### src/common/hb_pwm_pkg.sv
// Constants, field codes and carrier types of the half-bridge PWM control block.
// Assumes a 50 MHz system clock and a 32-bit plain register port with byte addresses.
package hb_pwm_pkg;

  ////////////////////////////////////////////////////////////////////////////
  // Clock and timing
  localparam int CLK_HZ = 50_000_000;
  localparam int CLK_PERIOD_NS = 20;
  localparam int DUTY_STEPS = 256;
  localparam int RATE_80_HZ = 80;
  localparam int RATE_100_HZ = 100;
  localparam int RATE_200_HZ = 200;
  localparam int RATE_FAST_HZ = 2000;
  localparam int STEP_CYC_80 = CLK_HZ / (RATE_80_HZ * DUTY_STEPS);
  localparam int STEP_CYC_100 = CLK_HZ / (RATE_100_HZ * DUTY_STEPS);
  localparam int STEP_CYC_200 = CLK_HZ / (RATE_200_HZ * DUTY_STEPS);
  localparam int STEP_CYC_FAST = CLK_HZ / (RATE_FAST_HZ * DUTY_STEPS);
  localparam int PRESC_W = 12;
  localparam int DEAD_TIME_NS = 500;
  localparam int DEAD_CYC_DEF = (DEAD_TIME_NS + CLK_PERIOD_NS - 1) / CLK_PERIOD_NS;
  localparam int DEAD_W = 8;

  ////////////////////////////////////////////////////////////////////////////
  // Channel and rate codes
  localparam int NUM_CHANNELS = 3;
  localparam int DUTY_W = 8;
  localparam logic [1:0] RATE_STOP = 2'h0;
  localparam logic [1:0] RATE_80 = 2'h1;
  localparam logic [1:0] RATE_100 = 2'h2;
  localparam logic [1:0] RATE_200 = 2'h3;
  localparam logic [1:0] CH_NONE = 2'h0;

  ////////////////////////////////////////////////////////////////////////////
  // Register map (byte addresses)
  localparam logic [7:0] OFF_GLOBAL_STATUS = 8'h00;
  localparam logic [7:0] OFF_BRIDGE_ACT = 8'h04;
  localparam logic [7:0] OFF_BRIDGE_CHSEL = 8'h08;
  localparam logic [7:0] OFF_FREEWHEEL = 8'h0c;
  localparam logic [7:0] OFF_DUTY_BASE = 8'h10;
  localparam logic [7:0] OFF_DUTY_STRIDE = 8'h04;
  localparam logic [7:0] OFF_CHANNEL_RATE = 8'h1c;
  localparam logic [7:0] OFF_FAST_RATE = 8'h20;
  localparam logic [7:0] OFF_OC_HIGH = 8'h24;
  localparam logic [7:0] OFF_OC_LOW = 8'h28;

  // Global status fields
  localparam int GS_RESET_IND_BIT = 0;
  localparam int GS_LOAD_ERR_BIT = 1;
  localparam int GS_SUPPLY_ERR_BIT = 2;

  // Field layout inside the bridge activation register
  localparam int ACT_HS_POS = 0;
  localparam int ACT_LS_POS = 1;

  localparam logic [31:0] REG_RESET_VAL = 32'h0000_0000;

  ////////////////////////////////////////////////////////////////////////////
  // Carriers
  typedef struct packed {
    logic fast;
    logic [1:0] rate;
    logic [DUTY_W-1:0] duty;
  } channel_cfg_t;

  typedef struct packed {
    logic hs;
    logic ls;
  } switch_pair_t;

endpackage

### src/core/half_bridge_pwm_control.sv
// Control logic of a multi-output half-bridge driver: mode, reset, PWM channels, gate drive.
// Assumes reset is the logic-supply power-on/undervoltage reset; pins arrive asynchronously.
//
// Added by the designer: strobed register access and the address map.

////////////////////////////////////////////////////////////////////////////////
// Functional notes
// - Power-on clears all settings, outputs off
// - Load-supply loss keeps settings, outputs off
// - Enable high: normal mode, registers writable
// - Enable low: sleep, outputs off, registers cleared
// - Enable reads low until driven high
// - Logic undervoltage: no access, cleared, outputs off
// - Reset indicator reads zero after any reset
// - Bridges driven continuously or by PWM
// - Three channels, each with 8-bit duty
// - Rate codes select 80, 100, 200 Hz
// - Fast bit runs channel at 2 kHz
// - Rate code 00 stops the channel unless its fast bit is set
// - Nonzero rate starts the PWM period
// - Live changes applied glitch-free at period end
// - Optional active free-wheeling in off phase
// - Dead time between high and low side
// - Stopped channel with free-wheel: low side on
// - No channel, no activation: bridge tri-stated
// - Fault pin low on any protection fault
// - Overcurrent latches switch off until cleared
module half_bridge_pwm_control
  import hb_pwm_pkg::*;
#(
  parameter int N_BRIDGES = 12,
  parameter int DEAD_CYCLES = DEAD_CYC_DEF
) (
  input wire logic sys_clk,
  input wire logic reset,
  input wire logic enable_pin,
  input wire logic load_supply_ok,
  input wire logic [N_BRIDGES-1:0] oc_high_side,
  input wire logic [N_BRIDGES-1:0] oc_low_side,
  input wire logic [7:0] reg_addr,
  input wire logic [31:0] reg_wdata,
  input wire logic reg_wr,
  input wire logic reg_rd,
  output logic [31:0] reg_rdata,
  output logic [N_BRIDGES-1:0] high_side_gate,
  output logic [N_BRIDGES-1:0] low_side_gate,
  output logic fault_alert_low
);

  localparam int SYNC_W = 2 + 2 * N_BRIDGES;

  ////////////////////////////////////////////////////////////////////////////
  // Functions
  function automatic logic wr_hit(input logic wr, input logic [7:0] addr, input logic [7:0] off);
    return wr && (addr == off);
  endfunction

  function automatic logic [7:0] duty_offset(input int ch);
    return 8'(OFF_DUTY_BASE + OFF_DUTY_STRIDE * ch);
  endfunction

  // Clock cycles per duty step for a channel setting
  function automatic logic [PRESC_W-1:0] step_len(input channel_cfg_t cfg);
    logic [PRESC_W-1:0] len;
    len = PRESC_W'(STEP_CYC_80);
    if (cfg.fast) begin
      len = PRESC_W'(STEP_CYC_FAST);
    end else begin
      unique case (cfg.rate)
        RATE_80: len = PRESC_W'(STEP_CYC_80);
        RATE_100: len = PRESC_W'(STEP_CYC_100);
        RATE_200: len = PRESC_W'(STEP_CYC_200);
        RATE_STOP: len = PRESC_W'(STEP_CYC_80);
      endcase
    end
    return len;
  endfunction

  ////////////////////////////////////////////////////////////////////////////
  // Pin synchronisers
  logic [SYNC_W-1:0] pin_meta_r;
  logic [SYNC_W-1:0] pin_sync_r;

  // Zero reset value keeps an undriven enable in sleep
  always_ff @(posedge sys_clk or posedge reset) begin
    if (reset) begin
      pin_meta_r <= '0;
      pin_sync_r <= '0;
    end else begin
      pin_meta_r <= {oc_low_side, oc_high_side, load_supply_ok, enable_pin};
      pin_sync_r <= pin_meta_r;
    end
  end

  logic sleep;
  logic load_ok;
  logic [N_BRIDGES-1:0] oc_hs_sync;
  logic [N_BRIDGES-1:0] oc_ls_sync;
  assign sleep = ~pin_sync_r[0];
  assign load_ok = pin_sync_r[1];
  assign oc_hs_sync = pin_sync_r[2 +: N_BRIDGES];
  assign oc_ls_sync = pin_sync_r[2 + N_BRIDGES +: N_BRIDGES];

  ////////////////////////////////////////////////////////////////////////////
  // Configuration registers
  logic [2*N_BRIDGES-1:0] bridge_activation_r;
  logic [2*N_BRIDGES-1:0] bridge_channel_select_r;
  logic [N_BRIDGES-1:0] freewheel_r;
  logic [DUTY_W-1:0] duty_cycle_r [NUM_CHANNELS];
  logic [2*NUM_CHANNELS-1:0] channel_rate_r;
  logic [NUM_CHANNELS-1:0] fast_rate_r;
  logic reset_indicator_r;

  // Reset and sleep both return every setting to zero; writes only land in normal mode
  always_ff @(posedge sys_clk or posedge reset) begin
    if (reset) begin
      bridge_activation_r <= '0;
      bridge_channel_select_r <= '0;
      freewheel_r <= '0;
    end else if (sleep) begin
      bridge_activation_r <= '0;
      bridge_channel_select_r <= '0;
      freewheel_r <= '0;
    end else begin
      if (wr_hit(reg_wr, reg_addr, OFF_BRIDGE_ACT)) begin
        bridge_activation_r <= reg_wdata[2*N_BRIDGES-1:0];
      end
      if (wr_hit(reg_wr, reg_addr, OFF_BRIDGE_CHSEL)) begin
        bridge_channel_select_r <= reg_wdata[2*N_BRIDGES-1:0];
      end
      if (wr_hit(reg_wr, reg_addr, OFF_FREEWHEEL)) begin
        freewheel_r <= reg_wdata[N_BRIDGES-1:0];
      end
    end
  end

  // Channel rate settings
  always_ff @(posedge sys_clk or posedge reset) begin
    if (reset) begin
      channel_rate_r <= '0;
      fast_rate_r <= '0;
    end else if (sleep) begin
      channel_rate_r <= '0;
      fast_rate_r <= '0;
    end else begin
      if (wr_hit(reg_wr, reg_addr, OFF_CHANNEL_RATE)) begin
        channel_rate_r <= reg_wdata[2*NUM_CHANNELS-1:0];
      end
      if (wr_hit(reg_wr, reg_addr, OFF_FAST_RATE)) begin
        fast_rate_r <= reg_wdata[NUM_CHANNELS-1:0];
      end
    end
  end

  // Duty cycle of each channel
  always_ff @(posedge sys_clk or posedge reset) begin
    if (reset) begin
      for (int c = 0; c < NUM_CHANNELS; c++) begin
        duty_cycle_r[c] <= '0;
      end
    end else if (sleep) begin
      for (int c = 0; c < NUM_CHANNELS; c++) begin
        duty_cycle_r[c] <= '0;
      end
    end else begin
      for (int c = 0; c < NUM_CHANNELS; c++) begin
        if (wr_hit(reg_wr, reg_addr, duty_offset(c))) begin
          duty_cycle_r[c] <= reg_wdata[DUTY_W-1:0];
        end
      end
    end
  end

  // Host writes 1 to acknowledge; any reset brings it back to 0
  always_ff @(posedge sys_clk or posedge reset) begin
    if (reset) begin
      reset_indicator_r <= 1'b0;
    end else if (sleep) begin
      reset_indicator_r <= 1'b0;
    end else if (wr_hit(reg_wr, reg_addr, OFF_GLOBAL_STATUS) && reg_wdata[GS_RESET_IND_BIT]) begin
      reset_indicator_r <= 1'b1;
    end
  end

  ////////////////////////////////////////////////////////////////////////////
  // Overcurrent latches: write 1 to clear, a new event wins over the clear
  logic [N_BRIDGES-1:0] oc_hs_r;
  logic [N_BRIDGES-1:0] oc_ls_r;
  logic [N_BRIDGES-1:0] oc_hs_clr;
  logic [N_BRIDGES-1:0] oc_ls_clr;

  assign oc_hs_clr = wr_hit(reg_wr, reg_addr, OFF_OC_HIGH) ? reg_wdata[N_BRIDGES-1:0] : '0;
  assign oc_ls_clr = wr_hit(reg_wr, reg_addr, OFF_OC_LOW) ? reg_wdata[N_BRIDGES-1:0] : '0;

  always_ff @(posedge sys_clk or posedge reset) begin
    if (reset) begin
      oc_hs_r <= '0;
      oc_ls_r <= '0;
    end else if (sleep) begin
      oc_hs_r <= '0;
      oc_ls_r <= '0;
    end else begin
      oc_hs_r <= (oc_hs_r & ~oc_hs_clr) | oc_hs_sync;
      oc_ls_r <= (oc_ls_r & ~oc_ls_clr) | oc_ls_sync;
    end
  end

  logic load_error;
  logic supply_error;
  assign load_error = |{oc_hs_r, oc_ls_r};
  assign supply_error = ~load_ok & ~sleep;

  always_ff @(posedge sys_clk or posedge reset) begin
    if (reset) begin
      fault_alert_low <= 1'b1;
    end else begin
      fault_alert_low <= ~(load_error | supply_error);
    end
  end

  ////////////////////////////////////////////////////////////////////////////
  // PWM channels
  logic [NUM_CHANNELS-1:0] pwm_phase;
  logic [NUM_CHANNELS-1:0] pwm_running;

  for (genvar c = 0; c < NUM_CHANNELS; c++) begin : g_chan
    channel_cfg_t live_cfg;
    channel_cfg_t shadow_r;
    logic [PRESC_W-1:0] presc_r;
    logic [DUTY_W-1:0] step_r;
    logic running_r;
    logic live_run;

    assign live_cfg = '{fast: fast_rate_r[c], rate: channel_rate_r[2*c +: 2], duty: duty_cycle_r[c]};
    assign live_run = live_cfg.fast | (live_cfg.rate != RATE_STOP);

    always_ff @(posedge sys_clk or posedge reset) begin
      if (reset) begin
        shadow_r <= '0;
        presc_r <= '0;
        step_r <= '0;
        running_r <= 1'b0;
      end else if (!live_run) begin
        running_r <= 1'b0;
        presc_r <= '0;
        step_r <= '0;
        shadow_r <= live_cfg;
      end else if (!running_r) begin
        running_r <= 1'b1;
        presc_r <= '0;
        step_r <= '0;
        shadow_r <= live_cfg;
      end else if (presc_r == step_len(shadow_r) - PRESC_W'(1)) begin
        presc_r <= '0;
        step_r <= step_r + DUTY_W'(1);
        if (step_r == {DUTY_W{1'b1}}) begin
          shadow_r <= live_cfg;
        end
      end else begin
        presc_r <= presc_r + PRESC_W'(1);
      end
    end

    assign pwm_running[c] = running_r;
    assign pwm_phase[c] = running_r && (step_r < shadow_r.duty);
  end

  ////////////////////////////////////////////////////////////////////////////
  // Gate drive per half-bridge
  for (genvar b = 0; b < N_BRIDGES; b++) begin : g_bridge
    switch_pair_t want;
    logic [1:0] sel;
    logic hs_en;
    logic ls_en;
    logic on_phase;
    logic hs_r;
    logic ls_r;
    logic [DEAD_W-1:0] dead_r;
    logic dead_done;

    assign sel = bridge_channel_select_r[2*b +: 2];
    assign hs_en = bridge_activation_r[2*b + ACT_HS_POS];
    assign ls_en = bridge_activation_r[2*b + ACT_LS_POS];
    assign on_phase = (sel == CH_NONE) ? 1'b0 : pwm_phase[2'(sel - 2'h1)];

    always_comb begin
      want = '0;
      if (hs_en && ls_en) begin
        want = '0;
      end else if (sel == CH_NONE) begin
        want.hs = hs_en;
        want.ls = ls_en;
      end else if (on_phase) begin
        want.hs = hs_en;
        want.ls = ls_en;
      end else if (freewheel_r[b]) begin
        want.hs = ls_en;
        want.ls = hs_en;
      end
      if (sleep || !load_ok) begin
        want = '0;
      end
      if (oc_hs_r[b]) begin
        want.hs = 1'b0;
      end
      if (oc_ls_r[b]) begin
        want.ls = 1'b0;
      end
    end

    assign dead_done = (dead_r >= DEAD_W'(DEAD_CYCLES));

    // A side turns on only after both have been off for the dead time; short pulses vanish
    always_ff @(posedge sys_clk or posedge reset) begin
      if (reset) begin
        hs_r <= 1'b0;
        ls_r <= 1'b0;
      end else begin
        hs_r <= want.hs & (hs_r | (~ls_r & dead_done));
        ls_r <= want.ls & (ls_r | (~hs_r & dead_done));
      end
    end

    // Counts cycles with both sides off, saturating at the dead time
    always_ff @(posedge sys_clk or posedge reset) begin
      if (reset) begin
        dead_r <= '0;
      end else if (hs_r || ls_r) begin
        dead_r <= '0;
      end else if (!dead_done) begin
        dead_r <= dead_r + DEAD_W'(1);
      end
    end

    assign high_side_gate[b] = hs_r;
    assign low_side_gate[b] = ls_r;
  end

  ////////////////////////////////////////////////////////////////////////////
  // Register read port
  always_ff @(posedge sys_clk or posedge reset) begin
    if (reset) begin
      reg_rdata <= REG_RESET_VAL;
    end else if (reg_rd) begin
      reg_rdata <= REG_RESET_VAL;
      if (reg_addr == OFF_GLOBAL_STATUS) begin
        reg_rdata[GS_RESET_IND_BIT] <= reset_indicator_r;
        reg_rdata[GS_LOAD_ERR_BIT] <= load_error;
        reg_rdata[GS_SUPPLY_ERR_BIT] <= supply_error;
      end else if (reg_addr == OFF_BRIDGE_ACT) begin
        reg_rdata <= 32'(bridge_activation_r);
      end else if (reg_addr == OFF_BRIDGE_CHSEL) begin
        reg_rdata <= 32'(bridge_channel_select_r);
      end else if (reg_addr == OFF_FREEWHEEL) begin
        reg_rdata <= 32'(freewheel_r);
      end else if (reg_addr == OFF_CHANNEL_RATE) begin
        reg_rdata <= 32'(channel_rate_r);
      end else if (reg_addr == OFF_FAST_RATE) begin
        reg_rdata <= 32'(fast_rate_r);
      end else if (reg_addr == OFF_OC_HIGH) begin
        reg_rdata <= 32'(oc_hs_r);
      end else if (reg_addr == OFF_OC_LOW) begin
        reg_rdata <= 32'(oc_ls_r);
      end else begin
        for (int c = 0; c < NUM_CHANNELS; c++) begin
          if (reg_addr == duty_offset(c)) begin
            reg_rdata <= 32'(duty_cycle_r[c]);
          end
        end
      end
    end
  end

endmodule // half_bridge_pwm_control

### config.mk
export PLATFORM = sky130hd
export DESIGN_NAME = half_bridge_pwm_control
export DESIGN_NICKNAME = d
export VERILOG_FILES = /design/src/common/hb_pwm_pkg.sv /design/src/core/half_bridge_pwm_control.sv
export SDC_FILE = /design/constraint.sdc
export NUM_CORES = 1
export LEC_CHECK = 0
export BUFFER_PORTS_ARGS = -buffer_cell sky130_fd_sc_hd__buf_2
export CORE_ASPECT_RATIO = 1.1
export CORE_MARGIN = 1.5
export CORE_UTILIZATION = 50
export DETAILED_ROUTE_END_ITERATION = 7
export PLACE_DENSITY = 0.7
export SLEW_MARGIN = 20
export SYNTH_ARGS = -nofsm -noshare
export SYNTH_HDL_FRONTEND = slang
export SYNTH_SLANG_ARGS = --single-unit
### constraint.sdc
create_clock -name sys_clk -period 13.99 [get_ports sys_clk]
set_clock_uncertainty 0.2 [all_clocks]
set_input_delay 1.399 -clock sys_clk [delete_from_list [all_inputs] [get_ports sys_clk]]
set_output_delay 1.399 -clock sys_clk [all_outputs]
set_load 0.1 [all_outputs]
==> Yosys cells after proc, flatten, opt, wreduce, memory -nomap -nowiden <==
Index checks and enable logic that the tools add are counted.
{ "totals": {"register_bits": 419, "output_inout_bits": 57, "inputBits": 70, "wordCells": 579} }
{ "op_classes": {"eq_ne": 52, "n_addsub": 33, "n_bitwise": 110, "n_lt_le_gt_ge": 27, "n_mux": 221, "reduce_logical": 67} }
{ "op_table": {"columns": ["operator", "count"], "rows": [
  ["$mux 8", 37],
  ["$mux 12", 24],
  ["$mux 32", 9],
  ["$mux 11", 12],
  ["$add 8x1->8 const B", 15],
  ["$mux 2", 60],
  ["$mux 24", 5],
  ["$pmux 12 s3", 3],
  ["$ge 8x5->1 const B", 12],
  ["$mux 1", 53],
  ["$and 1x1->1", 49],
  ["$ne 2x1->1 const B", 21],
  ["$add 12x1->12 const B", 3],
  ["$eq 12x12->1", 3],
  ["$lt 2x3->1 const B", 12],
  ["$sub 12x1->12 const B", 3],
  ["$eq 8x5->1 const B", 4],
  ["$logic_not 2->1", 15],
  ["$mux 29", 1],
  ["$or 1x1->1", 28],
  ["$logic_and 1x1->1", 27],
  ["$not 1->1", 27],
  ["$and 12x12->12", 2],
  ["$bmux 1 s2", 12],
  ["20 further kinds", 73]
]} }

==> Logic depth before layout (Yosys ltp) <==
Gate-level depths: netlist of the first run.
{ "depth": {"word_depth": 12, "mapped_depth": 12, "depth_no_buf": 9} }

==> Worst setup path before layout of the first run <==
OpenSTA, ideal clock, no wires.
{ "synth_path": {"path_kind": "input-to-reg", "start": "input reg_addr[5]", "end": "register reg_rdata[3]", "t_required_ns": 13.649, "setup_slack_ns": 10.543, "t_arrival_ns": 3.106, "setup_time_ns": 0.141, "path_buffers": 2, "stages": 8, "path_cell_list": "buf_2 or4b_1 clkbuf_1 or2_2 a21oi_1 o21ai_0 a222oi_1 o221ai_1"} }
{ "synth_between": {"elab_chain_len": 12, "word_cells_on_any_way": 22, "cone_classes": "10 x eq/ne; 11 x mux; 1 x reduce/logical"} }
{ "synth_rtl": {"columns": ["element", "line_no", "source"], "rows": [
  ["start, declared", "half_bridge_pwm_control.sv:40", "input wire logic [7:0] reg_addr,"],
  ["$eq 8x5->1", "half_bridge_pwm_control.sv:366", "if (reg_addr == duty_offset(c)) begin"],
  ["$mux 8", "half_bridge_pwm_control.sv:366", null],
  ["$mux 32 (2 in series)", "half_bridge_pwm_control.sv:366", null],
  ["$mux 32", "half_bridge_pwm_control.sv:362", "end else if (reg_addr == OFF_OC_LOW) begin"],
  ["$mux 32", "half_bridge_pwm_control.sv:360", "end else if (reg_addr == OFF_OC_HIGH) begin"],
  ["$mux 32", "half_bridge_pwm_control.sv:358", "end else if (reg_addr == OFF_FAST_RATE) begin"],
  ["$mux 32", "half_bridge_pwm_control.sv:356", "end else if (reg_addr == OFF_CHANNEL_RATE) begin"],
  ["$mux 32", "half_bridge_pwm_control.sv:354", "end else if (reg_addr == OFF_FREEWHEEL) begin"],
  ["$mux 32", "half_bridge_pwm_control.sv:352", "end else if (reg_addr == OFF_BRIDGE_CHSEL) begin"],
  ["$mux 32", "half_bridge_pwm_control.sv:350", "end else if (reg_addr == OFF_BRIDGE_ACT) begin"],
  ["$mux 29 (*)", "half_bridge_pwm_control.sv:346", "if (reg_addr == OFF_GLOBAL_STATUS) begin"],
  ["end signal, assigned by index", "half_bridge_pwm_control.sv:347", "reg_rdata[GS_RESET_IND_BIT] <= reset_indicator_r;"],
  ["end signal, assigned", "half_bridge_pwm_control.sv:351", "reg_rdata <= 32'(bridge_activation_r);"],
  ["end signal, assigned", "half_bridge_pwm_control.sv:353", "reg_rdata <= 32'(bridge_channel_select_r);"],
  ["end, declared", "half_bridge_pwm_control.sv:44", "output logic [31:0] reg_rdata,"]
]} }
Mark *: on every way between the ends. The rest lies on a longest branch, timed or not.
A chain may end at the register's enable or synchronous reset.

==> Final worst setup path of the first run <==
{ "layout_path": {"start": "register g_chan[1].shadow_r[9] (netlist bit)", "end": "register g_chan[1].shadow_r[10] (netlist bit)"} }
{ "layout_between": {"elab_chain_len": 10, "word_cells_on_any_way": 13, "cone_classes": "1 x add/sub; 5 x eq/ne; 4 x mux; 3 x reduce/logical"} }
{ "layout_rtl": {"columns": ["element", "line_no", "source"], "rows": [
  ["start, declared", "half_bridge_pwm_control.sv:228", "channel_cfg_t shadow_r;"],
  ["start signal, assigned", "half_bridge_pwm_control.sv:247", "shadow_r <= live_cfg;"],
  ["start signal, assigned", "half_bridge_pwm_control.sv:252", "shadow_r <= live_cfg;"],
  ["start signal, assigned", "half_bridge_pwm_control.sv:257", "shadow_r <= live_cfg;"],
  ["$eq 2x1->1 or $logic_not 2->1 (tied branches)", "half_bridge_pwm_control.sv:69", "unique case (cfg.rate)"],
  ["$reduce_or 2->1 (no source line)", null, null],
  ["$pmux 12 s3 (*)", "half_bridge_pwm_control.sv:69", null],
  ["$mux 12 (*)", "half_bridge_pwm_control.sv:66", "if (cfg.fast) begin"],
  ["$mux 12 (*)", "half_bridge_pwm_control.sv:248", "end else if (!running_r) begin"],
  ["$mux 12 (*)", "half_bridge_pwm_control.sv:243", "end else if (!live_run) begin"],
  ["$sub 12x1->12 (*)", "half_bridge_pwm_control.sv:253", "end else if (presc_r == step_len(shadow_r) - PRESC_W'(1)) begin"],
  ["$eq 12x12->1 (*)", "half_bridge_pwm_control.sv:253", null],
  ["$ne 3x2->1 (no source line) (*)", null, null],
  ["$reduce_and 2->1 (no source line) (*)", null, null]
]} }
Mark *: on every way between the ends. The rest lies on a longest branch, timed or not. The select of a mux whose other input is x is not followed.

==> summary.md, run 1 <==
| Metric | Value |
|---|---|
| Max incr delay on CP | around 1.1 ns |
| Largest area contributor in the netlist | dfrtp_1 |
| P_leak | between 9 and 10 nW |
| Clock Latency Late Sink | a little under 0.6 ns |
| VDD IR max | roughly 100 uV |
| Number of I/O pins | between 100 and 150 |
| Critical path arrival | roughly 4.4 ns |
| Hold Crit Class | reg2reg |
| Nets@finish | roughly 2300 |
| H-tree Lvls | 2 |
| Max-Slew Margin vs Limit | 0.254 |
| CTS resizes | 0 |
| DR WL/cell | 19.3 um |
| Vias in the first global route | 15500 |
| # fillers | ~3400 |
| Area share of the largest cell type after synthesis | 0.508 |
| Hold Buf Count CTS | 0 |
| Max-cap viol count | 0 |
| Multi-input gate area | 0.00902 mm2 |
| Pin count of the biggest net entering global routing | approximately 200 |
| Die area | around 0.042 mm2 |
| Fin crit share | 0.293 |
| Vias per cell | 5.91 |
| CTS tree | built |
| DRT Pass-1 Iters | 6 |
| Area Growth Syn to Fin | 11.5% |
| Storage cell area | 0.0103 mm2 |
| PwrDens | 127 mW/mm2 |
| Total power | approximately 2.9 mW |
| Tot GR Track Use | 0.250 |
| Starting Density | 0.505 |
| Sequential share of the synthesized area | 0.509 |
| RSZ-0062 raised after global routing | no |
| Critical path class | reg2reg |
| Worst Tran Pin Value | about 1.1 ns |
| R2r setup slk | 9.88 ns |
| PortBufs | 110 |
| Worst EP required | between 10 and 15 ns |
| Final setup violation count | 0 |
| Asr flop ratio synth | 1.00 |
| Endpoints failing hold | 0 |
| Most common cell in the synthesized netlist | dfrtp_1 |
| First-pass GRT wire length | approximately 80000 um |
| Core area | between 0.03 and 0.04 mm2 |
| Launch point of the worst path | g_chan[1].shadow_r[9]$_DFFE_PP0P_ |
| DIE WIDTH | between 150 and 200 um |
| Clock Sinks | 411 |
| Synth top cells by count | dfrtp_1 (410), nor2_1 (267), nand2_1 (230) |
| Mean Syn Cell Area | 9.79 um2 |
| Cells on worst reg2reg path | 8 |
| Crit-path cells | or2_2 > ha_1 > xnor2_1 > or3_1 > a22oi_1 > nand4_1 > o31ai_2 > mux2_2 |
| Critical R2R Launch | g_chan[1].shadow_r[9]$_DFFE_PP0P_ |
| Max Transition Viols Final | 0 |
| Synthesized area | between 0.02 and 0.025 mm2 |
| Site Rows | 77 |
| Share of post-route cells with drive strength above 1 | 0.134 |
| Initial antenna violation count | 9 |
| Top_reg_cell synth | dfrtp_1 |
| GRT overflow | 0 |
| Worst setup SP type | register |
| Die Y | around 210 um |
| TritonCTS buffer count | 45 |
| Max Clk Rate | 244 MHz |
| Distinct cells, synth | between 60 and 70 |
| Worst-path clk slew | around 0.06 ns |
| GPL Wtd Cong | 0.918 |
| Via count | around 16000 |
| Synth area leaders | dfrtp_1 (51%), nor2_1 (5.0%), ha_1 (4.8%) |
| DRC viols | 0 |
| CP max FO | 17 |
| Post-DP HPWL | roughly 35000 um |
| Slowest-stage cell, CP | o31ai_2 |
| CTS root buf | clkbuf_16 |
| WL final | approximately 52000 um |
| Outcome | complete, no violations |
| Reg-to-Reg End | g_chan[1].shadow_r[10]$_DFFE_PP0P_ |
| Number of antenna-violating nets in the routed design | 0 |
| Bufs on Longest Clock Path | 3 |
| CP endpoint | g_chan[1].shadow_r[10]$_DFFE_PP0P_ |
| Seq cells post-synth | between 400 and 500 |
| Critical Path End Type | register |
| Total Neg Setup Slack | 0 ns |
| Yosys warns | 0 |
| Post-synth EDFFs | 0 |
| Final min period | slightly above 4 ns |
| Initial DRC Count | between 1000 and 1500 |
| Post-CTS setup buffers | 0 |
| Cell count after synthesis | around 2100 |
| Final hold slack | between 0.1 and 0.15 ns |
-- layout make-up --
cell class | instances | area share
timing repair buffer | 130 | 0.0336
clock buffer | 63 | 0.0570
tap | 513 | 0.0285
clock inverter | 13 | 0.00600
sequential | 411 | 0.456
antenna | 6 | 0.000666
inverter | 105 | 0.0179
multi-input combinational | 1439 | 0.400
-- cell families after synthesis --
kind of cell / share of synthesized area
xor gates and xnor gates: 0.0351
buffers and inverters: 0.0482
AOI/OAI and AO/OA: 0.137
and+or+nand+nor: 0.180
muxes: 0.0428
DFF: 0.509
adders and majority gates: 0.0483
other: 0.000186
-- routing by layer --
layer  global-route usage  routed length (um)  vias to the layer above
li1                     -                   -                     7335
met1                0.331               21900                     7827
met2                0.409               24200                      549
met3               0.0417                3670                      133
met4                0.109                2000                        4
met5                    0                  18                        -
-- worst min-delay path by stage --
stage / startpoint / endpoint / slack [ns] / cells past startpoint
after global routing: pin_meta_r[5]$_DFF_PP0_ / pin_sync_r[5]$_DFF_PP0_ / 0.16 / 0
after global placement: pin_meta_r[0]$_DFF_PP0_ / pin_sync_r[0]$_DFF_PP0_ / 0.14 / 0
final: pin_meta_r[18]$_DFF_PP0_ / pin_sync_r[18]$_DFF_PP0_ / 0.15 / 0
after floorplan: pin_meta_r[0]$_DFF_PP0_ / pin_sync_r[0]$_DFF_PP0_ / 0.13 / 0
after detailed placement: pin_meta_r[16]$_DFF_PP0_ / pin_sync_r[16]$_DFF_PP0_ / 0.13 / 0
after CTS: pin_meta_r[5]$_DFF_PP0_ / pin_sync_r[5]$_DFF_PP0_ / 0.14 / 0
-- state kept, by name, indices dropped and copies added, names as in the netlist, 24 cells and up --
name / flops
bridge_activation_r: 24
bridge_channel_select_r: 24
duty_cycle_r: 24
g_bridge.dead_r: 96
g_chan.presc_r: 36
g_chan.shadow_r: 33
g_chan.step_r: 24
pin_meta_r: 26
pin_sync_r: 26
reg_rdata: 24
-- worst max-delay path, delay by kind of cell, from the launching register on --
| kind | cells | cell delay [ns] |
|---|---|---|
| AO/OA/AOI/OAI | 2 | 1.24 |
| XOR/XNOR | 1 | 0.13 |
| adder cells (fa/ha/maj) | 1 | 0.19 |
| flip-flops | 1 | 0.47 |
| multiplexers | 1 | 0.42 |
| AND/OR/NAND/NOR | 3 | 1.33 |
-- power by group --
group / total, mW / leakage (nW) / internal (mW) / switching, mW
clock: 1.15 / 0.692 / 0.660 / 0.485
sequential: 1.32 / 5.39 / 1.25 / 0.0709
combinational: 0.393 / 3.88 / 0.148 / 0.245
-- through the flow --
| stage | area (um2) | setup WS, ns | util | cells |
|---|---|---|---|---|
| after floorplan | 20200 | 0.956 | - | 2070 |
| after global placement | 21000 | 9.60 | 0.525 | 2596 |
| after detailed placement | 21000 | 9.60 | 0.525 | 2596 |
| after CTS | 22400 | 9.90 | 0.561 | 2672 |
| after global routing | 22500 | 9.59 | 0.564 | 2679 |
| final | 22500 | 9.88 | 0.564 | 2680 |
-- layout by cell type (no fill, tap or decap), types with 16 or more instances in the layout --
cell type  count
inv_1        103
xnor2_1       37
o21ai_0       50
nor2_1       267
clkbuf_16     45
nand2_1      229
nand4_1       43
buf_2        110
mux2i_1       46
a211o_1       24
nand2b_1      24
a31oi_1       17
ha_1          78
a211oi_1      28
nor4_1        24
a22oi_1       24
o22ai_1       20
xor2_1        44
buf_4         16
o221ai_1      17
dfrtp_1      410
and2_1        44
nand3_1       47
mux2_2        36
a21oi_1      149
(Power assumes the default switching activity.)
==> run 2: changes to the inputs <==
--- a/config.mk
+++ b/config.mk
@@ -10,7 +10,7 @@
 export CORE_MARGIN = 1.5
 export CORE_UTILIZATION = 50
 export DETAILED_ROUTE_END_ITERATION = 7
-export PLACE_DENSITY = 0.7
+export PLACE_DENSITY = 0.72
 export SLEW_MARGIN = 20
 export SYNTH_ARGS = -nofsm -noshare
 export SYNTH_HDL_FRONTEND = slang
==> constraint.sdc (replaced) <==
create_clock -name sys_clk -period 3.7 [get_ports sys_clk]
set_clock_uncertainty 0.2 [all_clocks]
set_input_delay 0.37 -clock sys_clk [delete_from_list [all_inputs] [get_ports sys_clk]]
set_output_delay 0.37 -clock sys_clk [all_outputs]
set_load 0.1 [all_outputs]
==> summary.md, run 2 (synthesized netlist as in run 1, its figures left out) <==
| Metric | Value |
|---|---|
| Number of I/O pins | 127 (unchanged) |
| WL met2 | 24700 um (+1.9%) |
| Largest register FFs | 96 (unchanged) |
| RSZ-0062 raised after global routing | no |
| WL final | 52600 um (+1.4%) |
| Post-DP HPWL | 35900 um (+2.3%) |
| Share of power burned in the clock network | 0.397 (-0.004) |
| P_leak | 10.2 nW (+2.9%) |
| Post-CTS setup buffers | 0 (unchanged) |
| Internal power | 7.82 mW (+280%) |
| Max incr delay on CP | 0.81 ns (-0.25 ns) |
| DR WL/cell | 19.1 um (-1.3%) |
| Wl on met1 | 22500 um (+2.9%) |
| Setup WS post-layout | 0.533 ns (-9.35 ns) |
| Switching part of the total | 0.279 (-0.00145) |
| PortBufs | 110 (unchanged) |
| Initial antenna violation count | 5 (-4) |
| Pin count of the biggest net entering global routing | 150 (-24%) |
| Most common cell after layout, fill and taps aside | dfrtp_1 |
| Register share of total power | 0.460 (-0.002) |
| Most frequent cells in the layout | dfrtp_1 (410), nor2_1 (267), nand2_1 (230) |
| Initial DRC Count | 1275 (+3.2%) |
| Starting Density | 0.505 (unchanged) |
| Final setup violation count | 0 (unchanged) |
| Share of post-route cells with drive strength above 1 | 0.135 (+0.00139) |
| Critical Path End Type | register |
| Vias per cell | 5.84 (-1.2%) |
| Crit-path cells | nor2b_1 > and2_1 > ha_1 > xnor2_1 > mux2i_1 > a22oi_1 > nor4b_1 > a21oi_1 > mux2_2 |
| Critical path class | reg2reg |
| Non-Filler Instances | 2753 (+2.7%) |
| Site Rows | 77 (unchanged) |
| Combinational Power Share | 0.144 (+0.006) |
| Max-cap viol count | 0 (unchanged) |
| Hold Buf Count CTS | 51 (+51) |
| Total Neg Setup Slack | 0 ns (unchanged) |
| CTS root buf | clkbuf_16 |
| Bufs on Longest Clock Path | 3 (unchanged) |
| Worst setup SP type | register |
| Die area | 0.0416 mm2 (unchanged) |
| H-tree Lvls | 2 (unchanged) |
| Max Transition Viols Final | 0 (unchanged) |
| Hold Crit Class | in2reg |
| TritonCTS buffer count | 43 (-4.4%) |
| VDD IR max | 420 uV (+330%) |
| Max Clk Rate | 316 MHz (+30%) |
| Critical path arrival | 3.41 ns (-0.95 ns) |
| Worst Tran Pin Value | 1.11 ns (-0.00217 ns) |
| Top routing layer in use | met5 |
| Tot GR Track Use | 0.257 (+0.00680) |
| Slowest-stage cell, CP | a21oi_1 |
| Max-Slew Margin vs Limit | 0.256 (+0.00145) |
| Outcome | complete, no violations |
| Clock Latency Late Sink | 0.58 ns (about the same) |
| Worst EP required | 3.95 ns (-10.29 ns) |
| Nets@finish | 2350 (+3.1%) |
| Die Y | 214 um (unchanged) |
| Number of antenna-violating nets in the routed design | 0 (unchanged) |
| Clock Sinks | 411 (unchanged) |
| GPL Wtd Cong | 0.995 (+8.4%) |
| CP max FO | 11 (-6) |
| DR WL met3 | 3430 um (-6.5%) |
| DIE WIDTH | 195 um (unchanged) |
| Net Sw Power | 3.03 mW (+280%) |
| First-pass GRT wire length | 84800 um (+3.0%) |
| Biggest regs | g_bridge.dead_r (96), g_chan.presc_r (36), g_chan.shadow_r (33) |
| Vias in the first global route | 16000 (+3.4%) |
| Fin crit share | 0.856 (+0.563) |
| PwrDens | 469 mW/mm2 (+270%) |
| DRT Pass-1 Iters | 6 (unchanged) |
| CTS tree | built |
| DRC viols | 0 (unchanged) |
| Total power | 10.8 mW (+280%) |
| Final min period | 3.17 ns (-0.938 ns) |
| Endpoints failing hold | 0 (unchanged) |
| Via count | 16100 (+1.5%) |
| GRT overflow | 0 (unchanged) |
| CTS resizes | 0 (unchanged) |
| Core area | 0.0400 mm2 (unchanged) |
| Area Growth Syn to Fin | 14.5% |
| Largest Register | g_bridge.dead_r |
| Worst-path clk slew | 0.07 ns (about the same) |
| Place WS | 0.558 ns (-9.04 ns) |
| Inst Count DP | 2619 (+0.89%) |
[run 2: cell count changes in the layout (fill, tap and decap cells not counted), moves of 3 or more]
cell           before  now
dlygate4sd3_1       0   51
clkbuf_8            9    5
nor4_1             24   29
clkbuf_1            9   12
nor4_2              6    1
buf_4              16   38
[run 2: worst paths after layout]
kind / startpoint / endpoint / slack (ns) / depth (start not counted)
worst max-delay path: g_chan[0].shadow_r[9]$_DFFE_PP0P_ / g_chan[0].shadow_r[5]$_DFFE_PP0P_ / 0.53 / 9
worst min-delay path: reg_wr / freewheel_r[6]$_DFFE_PP0P_ / 0.06 / 3
worst max register to register: g_chan[0].shadow_r[9]$_DFFE_PP0P_ / g_chan[0].shadow_r[5]$_DFFE_PP0P_ / 0.53 / 9
worst min register to register: pin_meta_r[2]$_DFF_PP0_ / pin_sync_r[2]$_DFF_PP0_ / 0.15 / 0
max in group asynchronous: reset / g_bridge[6].dead_r[3]$_DFFE_PP0P_ / 2.15 / 4
min in group asynchronous: reset / g_chan[2].presc_r[6]$_DFF_PP0_ / 0.46 / 4
[run 2: routing by layer]
layer | up-vias | track usage
met1 | 7913 | 0.338
met5 | - | 0
met3 | 139 | 0.0433
met2 | 552 | 0.422
li1 | 7474 | -
met4 | 2 | 0.112
[run 2: through the flow]
step           hold slack [ns]  instance area [um2]   util
3_5_place_dp             0.136                21200  0.530
6_report                0.0629                23100  0.579
2_1_floorplan            0.131                20200      -
4_1_cts                 0.0244                23100  0.578
3_3_place_gp             0.136                21200  0.530
5_1_grt                 0.0727                23100  0.579
[run 2: layout make-up]
cell class              count  area (um2)
clock inverters            18         220
flip-flops and latches    411       10300
clock buffers              60        1190
inverters                 105         399
diodes                      5        12.5
fillers                  3364       16800
repair buffers            202        1410
multi-input cells        1439        8980
well taps                 513         642
[run 2: critical path: cells and delay by family, from the launching register on]
family	cells	cell delay [ns]
adders and majority gates	1	0.20
DFF	1	0.44
muxes	2	0.54
and+or+nand+nor	3	0.45
AOI/OAI and AO/OA	2	0.99
xor gates and xnor gates	1	0.23
[run 2: power groups by stage]
stage	clock network, mW	registers (mW)	logic (mW)
2_1_floorplan	0	5.02	1.05
6_report	4.30	4.98	1.56
4_1_cts	4.38	4.98	1.57
5_1_grt	4.58	5.02	1.78
3_3_place_gp	0	5.04	1.43
3_5_place_dp	0	5.05	1.50
==> run 3: changes to the inputs <==
--- a/config.mk
+++ b/config.mk
@@ -5,11 +5,13 @@
 export SDC_FILE = /design/constraint.sdc
 export NUM_CORES = 1
 export LEC_CHECK = 0
+export ABC_AREA = 1
 export BUFFER_PORTS_ARGS = -buffer_cell sky130_fd_sc_hd__buf_2
 export CORE_ASPECT_RATIO = 1.1
 export CORE_MARGIN = 1.5
 export CORE_UTILIZATION = 50
 export DETAILED_ROUTE_END_ITERATION = 7
+export GPL_ROUTABILITY_DRIVEN = 0
 export PLACE_DENSITY = 0.72
 export SLEW_MARGIN = 20
 export SYNTH_ARGS = -nofsm -noshare
==> summary.md, run 3 <==
| Metric | Value |
|---|---|
| Post-route cell area | 0.0232 mm2 (+0.38%) |
| Antenna Cells | 0 (-5) |
| Max-cap viol count | 0 (unchanged) |
| DRC viols | 0 (unchanged) |
| Worst setup SP type | register |
| Pin count of the biggest net entering global routing | 101 (-33%) |
| CTS resizes | 0 (unchanged) |
| Biggest regs | g_bridge.dead_r (96), g_chan.presc_r (36), g_chan.shadow_r (33) |
| Post-synth EDFFs | 0 (unchanged) |
| R2r setup slk | 1.02 ns (+0.48 ns) |
| Worst EP required | 3.95 ns (about the same) |
| Most common cell after layout, fill and taps aside | nand2_1 |
| Cell count after synthesis | 2477 (+20%) |
| Min-Delay Endpoint | oc_hs_r[7]$_DFF_PP0_ |
| DRT Pass-1 Iters | 5 (-1) |
| CTS root buf | clkbuf_16 |
| Max Transition Viols Final | 0 (unchanged) |
| Synth area leaders | dfrtp_1 (51%), nand2_1 (9.6%), inv_1 (6.5%) |
| Number of I/O pins | 127 (unchanged) |
| Seq cells post-synth | 411 (unchanged) |
| Critical path class | reg2reg |
| Hold Buf Count CTS | 44 (-14%) |
| Cell repeated most along the worst path | nand2_1 |
| Nets@finish | 2766 (+18%) |
| Largest area contributor in the netlist | dfrtp_1 |
| Yosys warns | 0 (unchanged) |
| Synth top cells by count | nand2_1 (518), dfrtp_1 (410), inv_1 (349) |
| DR WL/cell | 15.7 um (-18%) |
| Critical R2R Launch | g_chan[1].step_r[5]$_DFFE_PP0P_ |
| Max incr delay on CP | 0.64 ns (-0.17 ns) |
| Worst Tran Pin Value | 0.995 ns (-0.119 ns) |
| P_leak | 11.6 nW (+13%) |
| Top routing layer in use | met4 |
| Initial DRC Count | 1366 (+7.1%) |
| DIE WIDTH | 195 um (+0.20%) |
| CP top delay family | simple AND/OR/NAND/NOR gates |
| Die area | 0.0418 mm2 (+0.39%) |
| DR WL met3 | 2990 um (-13%) |
| Area Growth Syn to Fin | 14.5% (about the same) |
| # fillers | 3511 (+4.4%) |
| WP buf/inv | 0 (unchanged) |
| Cells on worst reg2reg path | 10 (+1) |
| Vias per cell | 5.31 (-9.0%) |
| Clock Sinks | 411 (unchanged) |
| CTS tree | built |
| Most common cell in the synthesized netlist | nand2_1 |
| Total power | 13.1 mW (+21%) |
| TritonCTS buffer count | 44 (+2.3%) |
| Crit-path cells | ha_1 > a21oi_1 > o21a_1 > nand3_1 > nand2_1 > nand3_1 > nand2_1 > nand2_1 > nand2_1 > nor2_1 |
| PwrDens | 564 mW/mm2 (+20%) |
| Non-Filler Instances | 3166 (+15%) |
| Vias in the first global route | 16500 (+3.0%) |
| Asr flop ratio synth | 1.00 (unchanged) |
| RSZ-0062 raised after global routing | no |
| Slowest-stage cell, CP | nand3_1 |
| Max-Slew Margin vs Limit | 0.334 (+0.0787) |
| Final setup violation count | 0 (unchanged) |
| Largest register FFs | 96 (unchanged) |
| Hold Crit Class | in2reg |
| Initial antenna violation count | 0 (-5) |
| Endpoints failing hold | 0 (unchanged) |
| Number of antenna-violating nets in the routed design | 0 (unchanged) |
| Sequential share of the synthesized area | 0.507 (-0.00201) |
| Worst-path clk slew | 0.06 ns (about the same) |
| GRT overflow | 0 (unchanged) |
| Bufs on Longest Clock Path | 3 (unchanged) |
| CP max FO | 12 (+1) |
| Via count | 16800 (+4.6%) |
| WHS Path Cells | 4 (+1) |
| Max Clk Rate | 373 MHz (+18%) |
| Fin crit share | 0.725 (-0.131) |
| VDD IR max | 455 uV (+8.2%) |
| Critical Path End Type | register |
| Hold path start | reg_wdata[7] |
| Most frequent cells in the layout | nand2_1 (518), dfrtp_1 (410), inv_1 (348) |
| Placed Area | 0.0212 mm2 (+0.12%) |
| H-tree Lvls | 2 (unchanged) |
| Site Rows | 77 (unchanged) |
| Share of post-route cells with drive strength above 1 | 0.0908 (-0.0443) |
| Clock Latency Late Sink | 0.56 ns (-0.02 ns) |
| Mean Syn Cell Area | 8.19 um2 (-16%) |
| WL final | 49700 um (-5.5%) |
| Distinct cells, synth | 47 (-31%) |
| Area share of the largest cell type after synthesis | 0.506 (-0.00200) |
| Inst Count DP | 3040 (+16%) |
| WL met2 | 23400 um (-5.4%) |
| Final min period | 2.68 ns (-0.484 ns) |
| Post-DP HPWL | 35400 um (-1.1%) |
| Critical path arrival | 2.93 ns (-0.48 ns) |
| PortBufs | 110 (unchanged) |
| Largest Register | g_bridge.dead_r |
| Reg-to-Reg End | g_bridge[2].ls_r$_DFF_PP0_ |
| Top_reg_cell synth | dfrtp_1 |
| Tot GR Track Use | 0.245 (-0.0115) |
| Die Y | 214 um (+0.19%) |
| Core area | 0.0401 mm2 (+0.24%) |
| Synthesized area | 0.0203 mm2 (+0.40%) |
| Post-CTS setup buffers | 0 (unchanged) |
| Starting Density | 0.506 (+0.000783) |
| First-pass GRT wire length | 83100 um (-2.0%) |
| Outcome | complete, no violations |
| Wl on met1 | 20900 um (-7.2%) |
-- run 3: changes by cell type in the layout (fill, tap and decap cells not counted), sizes merged, moves of 31 or more --
cell / before / now
a21oi: 150 / 114
and2: 44 / 0
inv: 104 / 356
mux2: 36 / 0
mux2i: 46 / 0
nand2: 230 / 524
nand3: 47 / 192
o21ai: 50 / 235
xnor2: 37 / 6
-- run 3: routing by layer --
metal,vias to the layer above,track usage
li1,8217,-
met1,7943,0.318
met2,520,0.403
met3,143,0.0395
met4,0,0.118
met5,-,0
-- run 3: layout make-up --
type | count | area [um2] | area share
clock buffers | 62 | 1290 | 0.0555
repair buffers | 171 | 1190 | 0.0512
multi-input cells | 1632 | 8240 | 0.355
inverters | 358 | 1350 | 0.0580
clock inverters | 19 | 235 | 0.0101
flip-flops and latches | 411 | 10300 | 0.443
well taps | 513 | 642 | 0.0276
-- run 3: stage by stage --
step / worst slack [ns] / TNS [ns] / utilization / hold WS (ns)
6_report: 1.02 / 0 / 0.580 / 0.0216
5_1_grt: 0.800 / 0 / 0.580 / 0.0346
4_1_cts: 0.972 / 0 / 0.579 / 0.000402
3_5_place_dp: 0.918 / 0 / 0.530 / 0.135
3_3_place_gp: 0.955 / 0 / 0.530 / 0.133
2_1_floorplan: -2.41 / -988.49 / - / 0.131
-- run 3: tightest hold or removal path, delay by kind of cell --
| family | cells | cell delay [ns] |
|---|---|---|
| AO/OA/AOI/OAI | 2 | 0.21 |
| buffers and inverters | 2 | 0.16 |
-- run 3: cell families (layout without fill, tap and decap cells) --
logic type,count (synthesis),count (layout),share of synthesized area
and+or+nand+nor,1111,1111,0.234
xor gates and xnor gates,34,34,0.0147
DFF,411,411,0.507
other,1,8,0.000185
adders and majority gates,78,78,0.0481
AOI/OAI and AO/OA,401,401,0.106
buffers and inverters,441,610,0.0899
-- run 3: where the power goes --
group,internal (mW),leakage (nW),switching (mW)
Combinational,0.978,5.56,1.96
Clock,2.78,0.750,1.80
Sequential,5.08,5.31,0.508
-- run 3: how the worst max path moves through the flow --
stage / startpoint / end / cells past startpoint
2_1_floorplan: reset / bridge_activation_r[0]$_DFFE_PP0P_ / 1
3_3_place_gp: reg_addr[4] / reg_rdata[5]$_DFFE_PP0P_ / 9
3_5_place_dp: reg_addr[4] / reg_rdata[5]$_DFFE_PP0P_ / 9
4_1_cts: channel_rate_r[3]$_DFFE_PP0P_ / g_chan[1].shadow_r[9]$_DFFE_PP0P_ / 5
5_1_grt: g_chan[0].step_r[3]$_DFFE_PP0P_ / g_bridge[5].ls_r$_DFF_PP0_ / 9
6_report: g_chan[1].step_r[5]$_DFFE_PP0P_ / g_bridge[2].ls_r$_DFF_PP0_ / 10
